[src/sensor_map.svh]
`ifndef SENSOR_MAP_SVH
`define SENSOR_MAP_SVH

// Byte addresses seen through the serial pointer.
`define OFS_PART_IDENTIFIER       8'h00
`define OFS_SI_REV        8'h01
`define OFS_SEQ_REV       8'h02
`define OFS_IRQ_PIN_CFG   8'h03
`define OFS_IRQ_ENABLE    8'h04
`define OFS_HW_UNLOCK     8'h07
`define OFS_WAKE_LO       8'h08
`define OFS_WAKE_HI       8'h09
`define OFS_EMIT_ONE_TWO  8'h0F
`define OFS_EMIT_THREE    8'h10
`define OFS_UV_COEF0      8'h13
`define OFS_UV_COEF1      8'h14
`define OFS_UV_COEF2      8'h15
`define OFS_UV_COEF3      8'h16
`define OFS_PARAMETER_WRITE_MAILBOX      8'h17
`define OFS_HOST_CMD      8'h18
`define OFS_CMD_REPLY     8'h20
`define OFS_IRQ_FLAGS     8'h21
`define OFS_VIS_LO        8'h22
`define OFS_VIS_HI        8'h23
`define OFS_IR_LO         8'h24
`define OFS_IR_HI         8'h25
`define OFS_PROX1_LO      8'h26
`define OFS_PROX1_HI      8'h27
`define OFS_PROX2_LO      8'h28
`define OFS_PROX2_HI      8'h29
`define OFS_PROX3_LO      8'h2A
`define OFS_PROX3_HI      8'h2B
`define OFS_AUX_LO        8'h2C
`define OFS_AUX_HI        8'h2D
`define OFS_PARAMETER_READ_MAILBOX      8'h2E
`define OFS_CHIP_STATE    8'h30
`define OFS_ANA_KEY0      8'h3B
`define OFS_ANA_KEY1      8'h3C
`define OFS_ANA_KEY2      8'h3D
`define OFS_ANA_KEY3      8'h3E

// Field positions.
`define PIN_DRIVE_BIT     0
`define AMBIENT_BIT       0
`define PROX_ONE_BIT      2
`define PROX_TWO_BIT      3
`define PROX_THREE_BIT    4
`define CMD_DONE_BIT      5
`define LIST_VIS_BIT      4
`define LIST_UV_BIT       7

// Writable bit masks and reset values.
`define PIN_CFG_WMASK     8'h01
`define ENABLE_WMASK      8'h1D
`define FLAGS_MASK        8'h3D
`define EMIT_THREE_WMASK  8'h0F
`define REG_RESET         8'h00

`endif

[src/sensor_pkg.sv]
package sensor_pkg;

	typedef logic [7:0] byte_t;

	typedef enum logic [2:0] {
		ST_IDLE     = 3'b000,
		ST_ADDR     = 3'b001,
		ST_ACK_ADDR = 3'b010,
		ST_WRITE    = 3'b011,
		ST_ACK_WR   = 3'b100,
		ST_READ     = 3'b101,
		ST_ACK_RD   = 3'b110
	} serial_state_t;

endpackage : sensor_pkg

[src/serial_target.sv]
`timescale 1ns/100ps
`default_nettype none

module serial_target import sensor_pkg::*; #(
	parameter logic [6:0] TARGET_ADDR = 7'h2A
) (
	input  wire logic  clock,
	input  wire logic  rstn,
	input  wire logic  scl_in,
	input  wire logic  sda_in,
	input  wire byte_t rdata,
	output var  logic  sda_oe_n,
	output var  byte_t reg_ptr,
	output var  logic  wr_stb,
	output var  byte_t wr_addr,
	output var  byte_t wr_data
);

	logic          scl_meta_r;
	logic          scl_sync_r;
	logic          scl_prev_r;
	logic          sda_meta_r;
	logic          sda_sync_r;
	logic          sda_prev_r;
	serial_state_t state_r;
	logic [3:0]    bit_cnt_r;
	byte_t         shift_r;
	logic          read_r;
	logic          ptr_phase_r;
	logic          acked_r;
	logic          scl_rise;
	logic          scl_fall;
	logic          bus_start;
	logic          bus_stop;

	// Both pins pass three flops; edges are taken from the second and third stage only.
	always_ff @(posedge clock) begin
		if (!rstn) begin
			scl_meta_r <= 1'b1;
			scl_sync_r <= 1'b1;
			scl_prev_r <= 1'b1;
			sda_meta_r <= 1'b1;
			sda_sync_r <= 1'b1;
			sda_prev_r <= 1'b1;
		end else begin
			scl_meta_r <= scl_in;
			scl_sync_r <= scl_meta_r;
			scl_prev_r <= scl_sync_r;
			sda_meta_r <= sda_in;
			sda_sync_r <= sda_meta_r;
			sda_prev_r <= sda_sync_r;
		end
	end

	assign scl_rise  = scl_sync_r & ~scl_prev_r;
	assign scl_fall  = ~scl_sync_r & scl_prev_r;
	assign bus_start = scl_sync_r & scl_prev_r & sda_prev_r & ~sda_sync_r;
	assign bus_stop  = scl_sync_r & scl_prev_r & ~sda_prev_r & sda_sync_r;

	// The first data byte of a write sets the pointer; later bytes store and step it.
	always_ff @(posedge clock) begin
		if (!rstn) begin
			state_r     <= ST_IDLE;
			bit_cnt_r   <= 4'h0;
			shift_r     <= 8'h00;
			read_r      <= 1'b0;
			ptr_phase_r <= 1'b0;
			acked_r     <= 1'b0;
			sda_oe_n    <= 1'b1;
			reg_ptr     <= 8'h00;
			wr_stb      <= 1'b0;
			wr_addr     <= 8'h00;
			wr_data     <= 8'h00;
		end else begin
			wr_stb <= 1'b0;
			if (bus_start) begin
				state_r   <= ST_ADDR;
				bit_cnt_r <= 4'h0;
				sda_oe_n  <= 1'b1;
			end else if (bus_stop) begin
				state_r  <= ST_IDLE;
				sda_oe_n <= 1'b1;
			end else if (scl_rise) begin
				case (state_r)
					ST_ADDR, ST_WRITE: begin
						shift_r   <= {shift_r[6:0], sda_sync_r};
						bit_cnt_r <= bit_cnt_r + 4'h1;
					end
					ST_ACK_RD: begin
						acked_r <= ~sda_sync_r;
					end
					default: begin
					end
				endcase
			end else if (scl_fall) begin
				case (state_r)
					ST_ADDR: begin
						if (bit_cnt_r == 4'h8) begin
							if (shift_r[7:1] == TARGET_ADDR) begin
								sda_oe_n <= 1'b0;
								read_r   <= shift_r[0];
								state_r  <= ST_ACK_ADDR;
							end else begin
								state_r <= ST_IDLE;
							end
						end
					end
					ST_WRITE: begin
						if (bit_cnt_r == 4'h8) begin
							sda_oe_n <= 1'b0;
							state_r  <= ST_ACK_WR;
							if (ptr_phase_r) begin
								reg_ptr     <= shift_r;
								ptr_phase_r <= 1'b0;
							end else begin
								wr_stb  <= 1'b1;
								wr_addr <= reg_ptr;
								wr_data <= shift_r;
								reg_ptr <= reg_ptr + 8'h01;
							end
						end
					end
					ST_ACK_ADDR, ST_ACK_RD: begin
						if (state_r == ST_ACK_RD && !acked_r) begin
							state_r  <= ST_IDLE;
							sda_oe_n <= 1'b1;
						end else if (state_r == ST_ACK_RD || read_r) begin
							shift_r   <= rdata;
							sda_oe_n  <= rdata[7];
							bit_cnt_r <= 4'h1;
							state_r   <= ST_READ;
						end else begin
							sda_oe_n    <= 1'b1;
							bit_cnt_r   <= 4'h0;
							ptr_phase_r <= 1'b1;
							state_r     <= ST_WRITE;
						end
					end
					ST_ACK_WR: begin
						sda_oe_n  <= 1'b1;
						bit_cnt_r <= 4'h0;
						state_r   <= ST_WRITE;
					end
					ST_READ: begin
						if (bit_cnt_r == 4'h8) begin
							sda_oe_n <= 1'b1;
							reg_ptr  <= reg_ptr + 8'h01;
							state_r  <= ST_ACK_RD;
						end else begin
							sda_oe_n  <= shift_r[3'd7 - bit_cnt_r[2:0]];
							bit_cnt_r <= bit_cnt_r + 4'h1;
						end
					end
					default: begin
						state_r <= ST_IDLE;
					end
				endcase
			end
		end
	end

endmodule : serial_target

`default_nettype wire

[src/sensor_register_map_irq_out.sv]
// How it works
// - Pin drive bit clear: interrupt pin never driven.
// - Drive bit set: pin low while flag&enable.
// - Enable bit 4 gates third proximity flag.
// - Enable bit 3 gates second proximity flag.
// - Enable bit 2 gates first proximity flag.
// - Enable bit 0 gates listed visible/UV results.
// - Flag register at 0x21 holds five flags.
// - Writing one clears only that flag bit.
// - Proximity flag set after every enabled sample.
`timescale 1ns/100ps
`default_nettype none
`include "sensor_map.svh"

module sensor_register_map_irq_out import sensor_pkg::*; #(
	parameter logic [6:0] TARGET_ADDR = 7'h2A,
	parameter byte_t      PART_CODE   = 8'hA5, // Arbitrary value.
	parameter byte_t      SI_REV_CODE = 8'h5A, // Arbitrary value.
	parameter byte_t      SEQ_CODE    = 8'h3C  // Arbitrary value.
) (
	input  wire logic        clock,
	input  wire logic        rstn,
	input  wire logic        scl_in,
	input  wire logic        sda_in,
	output var  logic        sda_out,
	output var  logic        sda_oe_n,
	output var  logic        irq_out,
	output var  logic        irq_oe_n,
	input  wire logic        cmd_done_evt,
	input  wire logic [2:0]  prox_evt,
	input  wire logic        ambient_evt,
	input  wire byte_t       channel_select_list,
	input  wire logic        state_active,
	input  wire logic        state_suspend,
	input  wire logic        state_sleep,
	input  wire logic        reply_wr,
	input  wire byte_t       reply_data,
	input  wire logic [15:0] vis_result,
	input  wire logic [15:0] ir_result,
	input  wire logic [15:0] prox_one_result,
	input  wire logic [15:0] prox_two_result,
	input  wire logic [15:0] prox_three_result,
	input  wire logic [15:0] aux_result,
	input  wire byte_t       parameter_read_mailbox_data,
	output var  byte_t       hw_unlock,
	output var  logic [15:0] wake_interval,
	output var  byte_t       emitter_current_one_two,
	output var  byte_t       emitter_current_three,
	output var  logic [31:0] uv_coefficients,
	output var  byte_t       parameter_write_mailbox_data,
	output var  byte_t       host_cmd,
	output var  logic        host_cmd_stb,
	output var  logic [31:0] analog_unlock
);

	byte_t       reg_ptr;
	byte_t       rdata;
	logic        wr_stb;
	byte_t       wr_addr;
	byte_t       wr_data;
	logic        target_sda_oe_n;
	byte_t       pin_cfg_r;
	byte_t       irq_enable_r;
	byte_t       irq_flags_r;
	byte_t       irq_flags_nxt;
	byte_t       flag_set;
	byte_t       flag_clr;
	byte_t       cmd_reply_r;
	logic        ambient_listed;
	logic        irq_match;
	logic [1:0]  key_idx;

	serial_target #(
		.TARGET_ADDR (TARGET_ADDR)
	) u_serial (
		.clock    (clock),
		.rstn     (rstn),
		.scl_in   (scl_in),
		.sda_in   (sda_in),
		.rdata    (rdata),
		.sda_oe_n (target_sda_oe_n),
		.reg_ptr  (reg_ptr),
		.wr_stb   (wr_stb),
		.wr_addr  (wr_addr),
		.wr_data  (wr_data)
	);

	assign sda_oe_n = target_sda_oe_n;
	assign key_idx  = wr_addr[1:0] - 2'b11;

	// Open-drain pins only ever pull low, so their data flop never leaves zero.
	always_ff @(posedge clock) begin
		if (!rstn) begin
			sda_out <= 1'b0;
			irq_out <= 1'b0;
		end else begin
			sda_out <= 1'b0;
			irq_out <= 1'b0;
		end
	end

	// Host-writable configuration and mailboxes.
	always_ff @(posedge clock) begin
		if (!rstn) begin
			pin_cfg_r               <= `REG_RESET;
			irq_enable_r            <= `REG_RESET;
			hw_unlock               <= `REG_RESET;
			wake_interval           <= 16'h0000;
			emitter_current_one_two <= `REG_RESET;
			emitter_current_three   <= `REG_RESET;
			uv_coefficients         <= 32'h0000_0000;
			parameter_write_mailbox_data           <= `REG_RESET;
			host_cmd                <= `REG_RESET;
			host_cmd_stb            <= 1'b0;
			analog_unlock           <= 32'h0000_0000;
		end else begin
			host_cmd_stb <= 1'b0;
			if (wr_stb) begin
				case (wr_addr)
					`OFS_IRQ_PIN_CFG:  pin_cfg_r <= wr_data & `PIN_CFG_WMASK;
					`OFS_IRQ_ENABLE:   irq_enable_r <= wr_data & `ENABLE_WMASK;
					`OFS_HW_UNLOCK:    hw_unlock <= wr_data;
					`OFS_WAKE_LO:      wake_interval[7:0] <= wr_data;
					`OFS_WAKE_HI:      wake_interval[15:8] <= wr_data;
					`OFS_EMIT_ONE_TWO: emitter_current_one_two <= wr_data;
					`OFS_EMIT_THREE:   emitter_current_three <= wr_data & `EMIT_THREE_WMASK;
					`OFS_UV_COEF0:     uv_coefficients[7:0] <= wr_data;
					`OFS_UV_COEF1:     uv_coefficients[15:8] <= wr_data;
					`OFS_UV_COEF2:     uv_coefficients[23:16] <= wr_data;
					`OFS_UV_COEF3:     uv_coefficients[31:24] <= wr_data;
					`OFS_PARAMETER_WRITE_MAILBOX:     parameter_write_mailbox_data <= wr_data;
					`OFS_HOST_CMD: begin
						host_cmd     <= wr_data;
						host_cmd_stb <= 1'b1;
					end
					`OFS_ANA_KEY0, `OFS_ANA_KEY1, `OFS_ANA_KEY2, `OFS_ANA_KEY3: begin
						analog_unlock[8*key_idx +: 8] <= wr_data;
					end
					default: begin
					end
				endcase
			end
		end
	end

	// The sequencer's reply overrides a host write landing in the same cycle.
	always_ff @(posedge clock) begin
		if (!rstn) begin
			cmd_reply_r <= `REG_RESET;
		end else if (reply_wr) begin
			cmd_reply_r <= reply_data;
		end else if (wr_stb && wr_addr == `OFS_CMD_REPLY) begin
			cmd_reply_r <= wr_data;
		end
	end

	assign ambient_listed = channel_select_list[`LIST_VIS_BIT] | channel_select_list[`LIST_UV_BIT];

	// A proximity or ambient channel whose enable is clear never raises its flag; the command-done flag is set without any enable.
	always_comb begin
		flag_set                  = 8'h00;
		flag_set[`CMD_DONE_BIT]   = cmd_done_evt;
		flag_set[`PROX_THREE_BIT] = prox_evt[2] & irq_enable_r[`PROX_THREE_BIT];
		flag_set[`PROX_TWO_BIT]   = prox_evt[1] & irq_enable_r[`PROX_TWO_BIT];
		flag_set[`PROX_ONE_BIT]   = prox_evt[0] & irq_enable_r[`PROX_ONE_BIT];
		flag_set[`AMBIENT_BIT]    = ambient_evt & ambient_listed & irq_enable_r[`AMBIENT_BIT];
		flag_clr = 8'h00;
		if (wr_stb && wr_addr == `OFS_IRQ_FLAGS) begin
			flag_clr = wr_data & `FLAGS_MASK;
		end
		// A set arriving with its own clear is kept so no sample is lost.
		irq_flags_nxt = ((irq_flags_r & ~flag_clr) | flag_set) & `FLAGS_MASK;
	end

	always_ff @(posedge clock) begin
		if (!rstn) begin
			irq_flags_r <= `REG_RESET;
		end else begin
			irq_flags_r <= irq_flags_nxt;
		end
	end

	assign irq_match = |(irq_flags_r & irq_enable_r);

	// Pulled low only while drive is on and a flag meets its enable; otherwise released.
	always_ff @(posedge clock) begin
		if (!rstn) begin
			irq_oe_n <= 1'b1;
		end else begin
			irq_oe_n <= ~(pin_cfg_r[`PIN_DRIVE_BIT] & irq_match);
		end
	end

	// Unmapped and reserved addresses read as zero.
	always_comb begin
		case (reg_ptr)
			`OFS_PART_IDENTIFIER:      rdata = PART_CODE;
			`OFS_SI_REV:       rdata = SI_REV_CODE;
			`OFS_SEQ_REV:      rdata = SEQ_CODE;
			`OFS_IRQ_PIN_CFG:  rdata = pin_cfg_r;
			`OFS_IRQ_ENABLE:   rdata = irq_enable_r;
			`OFS_HW_UNLOCK:    rdata = hw_unlock;
			`OFS_WAKE_LO:      rdata = wake_interval[7:0];
			`OFS_WAKE_HI:      rdata = wake_interval[15:8];
			`OFS_EMIT_ONE_TWO: rdata = emitter_current_one_two;
			`OFS_EMIT_THREE:   rdata = emitter_current_three;
			`OFS_UV_COEF0:     rdata = uv_coefficients[7:0];
			`OFS_UV_COEF1:     rdata = uv_coefficients[15:8];
			`OFS_UV_COEF2:     rdata = uv_coefficients[23:16];
			`OFS_UV_COEF3:     rdata = uv_coefficients[31:24];
			`OFS_PARAMETER_WRITE_MAILBOX:     rdata = parameter_write_mailbox_data;
			`OFS_HOST_CMD:     rdata = host_cmd;
			`OFS_CMD_REPLY:    rdata = cmd_reply_r;
			`OFS_IRQ_FLAGS:    rdata = irq_flags_r;
			`OFS_VIS_LO:       rdata = vis_result[7:0];
			`OFS_VIS_HI:       rdata = vis_result[15:8];
			`OFS_IR_LO:        rdata = ir_result[7:0];
			`OFS_IR_HI:        rdata = ir_result[15:8];
			`OFS_PROX1_LO:     rdata = prox_one_result[7:0];
			`OFS_PROX1_HI:     rdata = prox_one_result[15:8];
			`OFS_PROX2_LO:     rdata = prox_two_result[7:0];
			`OFS_PROX2_HI:     rdata = prox_two_result[15:8];
			`OFS_PROX3_LO:     rdata = prox_three_result[7:0];
			`OFS_PROX3_HI:     rdata = prox_three_result[15:8];
			`OFS_AUX_LO:       rdata = aux_result[7:0];
			`OFS_AUX_HI:       rdata = aux_result[15:8];
			`OFS_PARAMETER_READ_MAILBOX:     rdata = parameter_read_mailbox_data;
			`OFS_CHIP_STATE:   rdata = {5'b00000, state_active, state_suspend, state_sleep};
			`OFS_ANA_KEY0:     rdata = analog_unlock[7:0];
			`OFS_ANA_KEY1:     rdata = analog_unlock[15:8];
			`OFS_ANA_KEY2:     rdata = analog_unlock[23:16];
			`OFS_ANA_KEY3:     rdata = analog_unlock[31:24];
			default:           rdata = 8'h00;
		endcase
	end
endmodule : sensor_register_map_irq_out

`default_nettype wire

[config.mk]
export PLATFORM = sky130hd
export DESIGN_NAME = sensor_register_map_irq_out
export DESIGN_NICKNAME = d
export VERILOG_FILES = /design/src/sensor_pkg.sv /design/src/serial_target.sv /design/src/sensor_register_map_irq_out.sv
export VERILOG_INCLUDE_DIRS = /design/src /design/src/src
export SDC_FILE = /design/constraint.sdc
export NUM_CORES = 1
export LEC_CHECK = 0
export BUFFER_PORTS_ARGS = -buffer_cell sky130_fd_sc_hd__buf_2
export CAP_MARGIN = 30
export CORE_UTILIZATION = 45
export CTS_BUF_LIST = sky130_fd_sc_hd__clkbuf_4 sky130_fd_sc_hd__clkbuf_8 sky130_fd_sc_hd__clkbuf_16
export DETAILED_ROUTE_END_ITERATION = 16
export PLACE_DENSITY = 0.76
export SYNTH_ARGS = -nofsm -noshare
export SYNTH_HDL_FRONTEND = slang
export SYNTH_SLANG_ARGS = --single-unit
[constraint.sdc]
create_clock -name clock -period 2.7 [get_ports clock]
set_clock_uncertainty 0.05 [all_clocks]
set_input_delay 0.54 -clock clock [delete_from_list [all_inputs] [get_ports clock]]
set_output_delay 0.54 -clock clock [all_outputs]
set_load 0.01 [all_outputs]
Word-level counts from Yosys, hierarchy flattened
Cells that the tools add are included.

cells by class
  $add $sub $neg = 5
  $lt $le $gt $ge = 1
  equal/unequal tests = 76
  shift-type cells = 2
  multiplexer cells = 47
  bitwise logic cells = 31
  reductions and logical operators = 47

operators by type and width
  kind                                                   count
  case mux 8 bit (36 select lines)                       1
  == test 8 x 6 -> 1 bit, second input constant          26
  == test 8 x 5 -> 1 bit, second input constant          14
  2-to-1 mux 8 bit                                       11
  == test 8 x 4 -> 1 bit, second input constant          6
  negation 5 -> 34 bit                                   1
  variable shift 8 x 34 -> 32 bit, first input constant  1
  indexed part select 8 x 34 -> 32 bit                   1
  bitwise mux 32 bit                                     1
  == test 8 x 3 -> 1 bit, second input constant          4
  AND reduction 2 bit                                    15
  AND reduction 7 bit                                    4
  == test 8 x 2 -> 1 bit, second input constant          3
  2-to-1 mux 4 bit                                       5
  2-to-1 mux 1 bit                                       16
  case mux 8 bit (2 select lines)                        1
  2-to-1 mux 3 bit                                       5
  case mux 3 bit (5 select lines)                        1
  AND 1 bit                                              13
  NOT 1 bit                                              13
  != test 4 x 1 -> 1 bit, second input constant          3
  case mux 4 bit (3 select lines)                        1
  AND reduction 6 bit                                    2
  nonzero test 2 bit                                     6
  40 further kinds                                       55

word-level totals
  register bits = 186
  output and inout port bits = 125
  logic and storage cells = 245

Logic depth before layout (Yosys ltp)
  depth in word-level cells = 9
  mapped depth = 10

By module
A second synthesis with hierarchy kept.

second synthesis, totals
  cells, all modules = 1283
  area, all modules = 10497.6 µm²

modules (own cells, without submodules)
  module                       instances  cells an instance  area an instance (µm²)  sequential area each (µm²)
  sensor_register_map_irq_out  1          969                7851.3                  2722.6
  serial_target                1          314                2646.3                  1001.0

Least setup slack after synthesis
Ideal clock, no wire load.

  path kind = reg-to-reg
  start point = reg u_serial.scl_prev_r
  end point = reg u_serial.shift_r[4]
  library setup time = 137 ps
  data arrival time = 2089 ps
  data required time = 2513 ps
  path slack = 424 ps
  cell stages (with the launch flop) = 10
  buffers on the path = 2
  clock period less this slack = 2276 ps
  cell sequence = dfxtp_1 > inv_1 > ha_1 > buf_2 > or2_1 > o31a_1 > or2_1 > buf_1 > o41ai_1 > a211oi_1

between the ends
  word-level cells in the longest chain between the ends = 5
  elaborated cells on any way between the ends = 17

ends and longest elaborated chain
  item                                        line                                      source
  from (decl)                                 serial_target.sv:21                       logic scl_prev_r;
  from (signal assigned)                      serial_target.sv:48                       scl_prev_r <= scl_sync_r;
  AND 1 bit                                   serial_target.sv:57, serial_target.sv:58
  AND 1 bit (on tied branches) (2 in series)  serial_target.sv:57, serial_target.sv:58
  NOT 1 bit (no source line)                  -
  AND reduction 7 bit (no source line)        -
  to (signal assigned)                        serial_target.sv:86                       shift_r <= {shift_r[6:0], sda_sync_r};
  to (signal assigned)                        serial_target.sv:128                      shift_r <= rdata;
  to (decl)                                   serial_target.sv:27                       byte_t shift_r;

Several ways; a longest one is shown, not always the timed one.
A chain may end at the register's enable or synchronous reset.

Final worst setup path
  start point = reg u_serial.reg_ptr[0]
  end point = reg u_serial.shift_r[6]

between the ends
  word-level cells in the longest chain between the ends = 7
  elaborated cells on any way between the ends = 42

ends and longest elaborated chain
  item                                            line                                source
  from (decl)                                     serial_target.sv:13                 output var byte_t reg_ptr,
  from (signal assigned)                          serial_target.sv:113                reg_ptr <= shift_r;
  from (signal assigned)                          serial_target.sv:119                reg_ptr <= reg_ptr + 8'h01;
  from (signal assigned)                          serial_target.sv:147                reg_ptr <= reg_ptr + 8'h01;
  == test 8 x 6 -> 1 bit (tied with other cells)  sensor_register_map_irq_out.sv:196  case (reg_ptr)
  case mux 8 bit (36 select lines) (*)            sensor_register_map_irq_out.sv:196
  2-to-1 mux 8 bit (*)                            serial_target.sv:127                end else if (state_r == ST_ACK_RD || read_r) begin
  2-to-1 mux 8 bit (*)                            serial_target.sv:124                if (state_r == ST_ACK_RD && !acked_r) begin
  2-to-1 mux 8 bit (*)                            serial_target.sv:96                 case (state_r)
  2-to-1 mux 8 bit (*)                            serial_target.sv:95                 end else if (scl_fall) begin
  2-to-1 mux 8 bit (*)                            serial_target.sv:83                 end else if (scl_rise) begin

Mark *: on every way between the ends. The rest lies on a longest branch, timed or not. The select of a mux whose other input is x is not followed.

==> results.toml <==
[global_routing]
grt_overflow = 0
grt.total_usage_pct = 37.84
grt_pass1_vias = 10847
antenna_found_initial = 1
grt_pass1_wl_um = 66630
grt_max_degree = 73

[sta]
fin_crit_ns = 2.683
worstMarginPinSlew_ns = 0.9077
finalSetupViolations = 0
fmax_ghz = 0.3727
hold_violations = 0
period_share_pct = 99.37
slew_violations = 0
relSlewSlack_pct = 39.35
rsz0062_at_grt = "false"
setup_ws_ns = 0.01709
finalSetupTns_ns = 0

[synth]
netlist_area_mm2 = 0.01042
synth_top_area_share_pct = 35.75
yosysMostFrequentCell = "dfxtp_1"
syn_inst = 1242
yosys_warnings = 0
ys_seq_area_share_pct = 35.75
synth-edff-count = 0
synth_area_leaders = "dfxtp_1 (36%), mux2i_1 (13%), nor2_1 (5.5%), nand2_1 (4.3%), a21oi_1 (3.8%)"
synth_common_cells = "dfxtp_1 (186), nor2_1 (152), mux2i_1 (135)"
synthFlopType = "dfxtp_1"
synth-async-reset-ratio_pct = 0
synth_area_per_cell_um2 = 8.387
synth_top_area_cell = "dfxtp_1"
ys_types = 88
ys_seq_elements = 186

[power]
power_density_mw_per_mm2 = 431.2
total_leakage_power_nw = 5.262
power_mw = 5.705
vdd_drop_max_mv = 0.3122

[min_path]
hp-class = "input port to register"

[cts]
cts_buffer_depth = 2
clkTransAtPathRegs_ns = 0.07
worstSkewPairLatency_ns = 0.45
postCtsHoldBufs = 0
clock-root-buffer = "clkbuf_16"
cts_resized = 0
tritoncts = "done"
htree_levels = 4
postCtsSetupRepairBufs = 0
numCtsBuffers = 17
cts_num_sinks = 186

[drt]
wire_per_inst_um = 24.84
wirelength_um = 45350
first_iter_violations = 1624
drc = 0
firstDrtPassIters = 7
vias = 11766
drtAntennaViolNets = 0
avgViaCountPerCell = 6.444

[die]
core_mm2 = 0.02264
dieArea_mm2 = 0.02376
start_util_pct = 46.01
fp.dieW_um = 154.1
pin_count = 258
rows = 55
die_h_um = 154.1

[worst_setup_path]
cp-end-kind = "register"
required_ns = 2.97
critPathLaunchType = "register"
cp.arrival_ns = 2.95
worstSetupPathType = "register to register"
path_max_fanout = 5

[place]
gp_congestion = 1.025
dp_slack_ns = 0.06636
placed_cell_area_mm2 = 0.01253
io_buffers = 245
dp_hpwl_um = 34470

[run]
drv_cap = 0

[status]
outcome = "finished, final reports clean"

[finish]
reg_top3 = "analog_unlock (32), uv_coefficients (32), wake_interval (16)"
fillers = 2009
final_nets = 1674
fin_area_mm2 = 0.01323
drive_gt1_share_pct = 29.03
area_delta_synth_final_pct = 27.03
[routing by layer]
metal  global-route usage (%)  part of all wire, %  vias to the layer above
li1                         -                    -                     5107
met1                    47.55                   37                     5541
met2                    59.24                   45                      895
met3                    7.582                   10                      221
met4                    24.24                  7.4                        2
met5                        0                 0.15                        -
[path summary, 6_finish.rpt]
check	startpoint	end	slack, ns	cells after the start
hold reg to reg	u_serial.scl_meta_r	u_serial.scl_sync_r	0.37	1
hold / removal	scl_in	u_serial.scl_meta_r	0.24	2
setup / recovery	u_serial.reg_ptr[0]	u_serial.shift_r[6]	0.02	8
setup reg to reg	u_serial.reg_ptr[0]	u_serial.shift_r[6]	0.02	8
[cell families after synthesis]
logic type	after synthesis	synth area share, %
XOR/XNOR	1	0.08410
flip-flops	186	35.75
buffers and inverters	120	5.129
AO/OA/AOI/OAI	275	18.17
multiplexers	151	15.03
adder cells (fa/ha/maj)	14	1.682
AND/OR/NAND/NOR	494	24.12
other	1	0.03600
[cell type report]
cell class / count / area (µm²) / share of cell area, %
clock inverters: 15 / 183.9 / 1.390
clock buffers: 17 / 425.4 / 3.215
well taps: 285 / 356.6 / 2.695
inverters: 16 / 62.56 / 0.4728
multi-input cells: 941 / 6238 / 47.15
diodes: 1 / 2.502 / 0.01891
repair buffers: 365 / 2236 / 16.90
flip-flops and latches: 186 / 3726 / 28.16
[through the flow]
step / utilization, % / instances / hold slack [ns]
floorplan: - / 1247 / 0.3260
global placement: 55.33 / 1791 / 0.3420
detailed placement: 55.35 / 1792 / 0.3488
CTS: 58.04 / 1824 / 0.2337
global route: 58.43 / 1825 / 0.2376
finish: 58.44 / 1826 / 0.2394
[placed cells by master (no fill, tap or decap), drive strengths merged, types with 22 or more instances in the layout]
| cell | netlist | routed |
|---|---|---|
| dfxtp | 186 | 186 |
| a21oi | 80 | 80 |
| mux2i | 135 | 135 |
| nor3 | 23 | 23 |
| inv | 16 | 22 |
| buf | 46 | 365 |
| o21ai | 36 | 36 |
| nor2 | 161 | 161 |
| nand2 | 118 | 118 |
| nand3 | 67 | 67 |
| a22oi | 37 | 37 |
[critical path, cell delays in order (launching register included)]
cell and delay [ns]:
dfxtp_1 0.34, buf_4 0.14, ha_1 0.26, buf_4 0.19, a222oi_1 0.48, nor2_1 0.17
a2111oi_0 0.59, and4_1 0.30, nor3_1 0.06
[report_power, final]
part	leakage (nW)	internal (mW)	switching, mW
clock network	0.285	1.40	1.26
logic	3.48	0.116	0.152
registers	1.50	2.75	0.0153
total	5.26	4.27	1.43
Power figures use the tool's default switching activity.
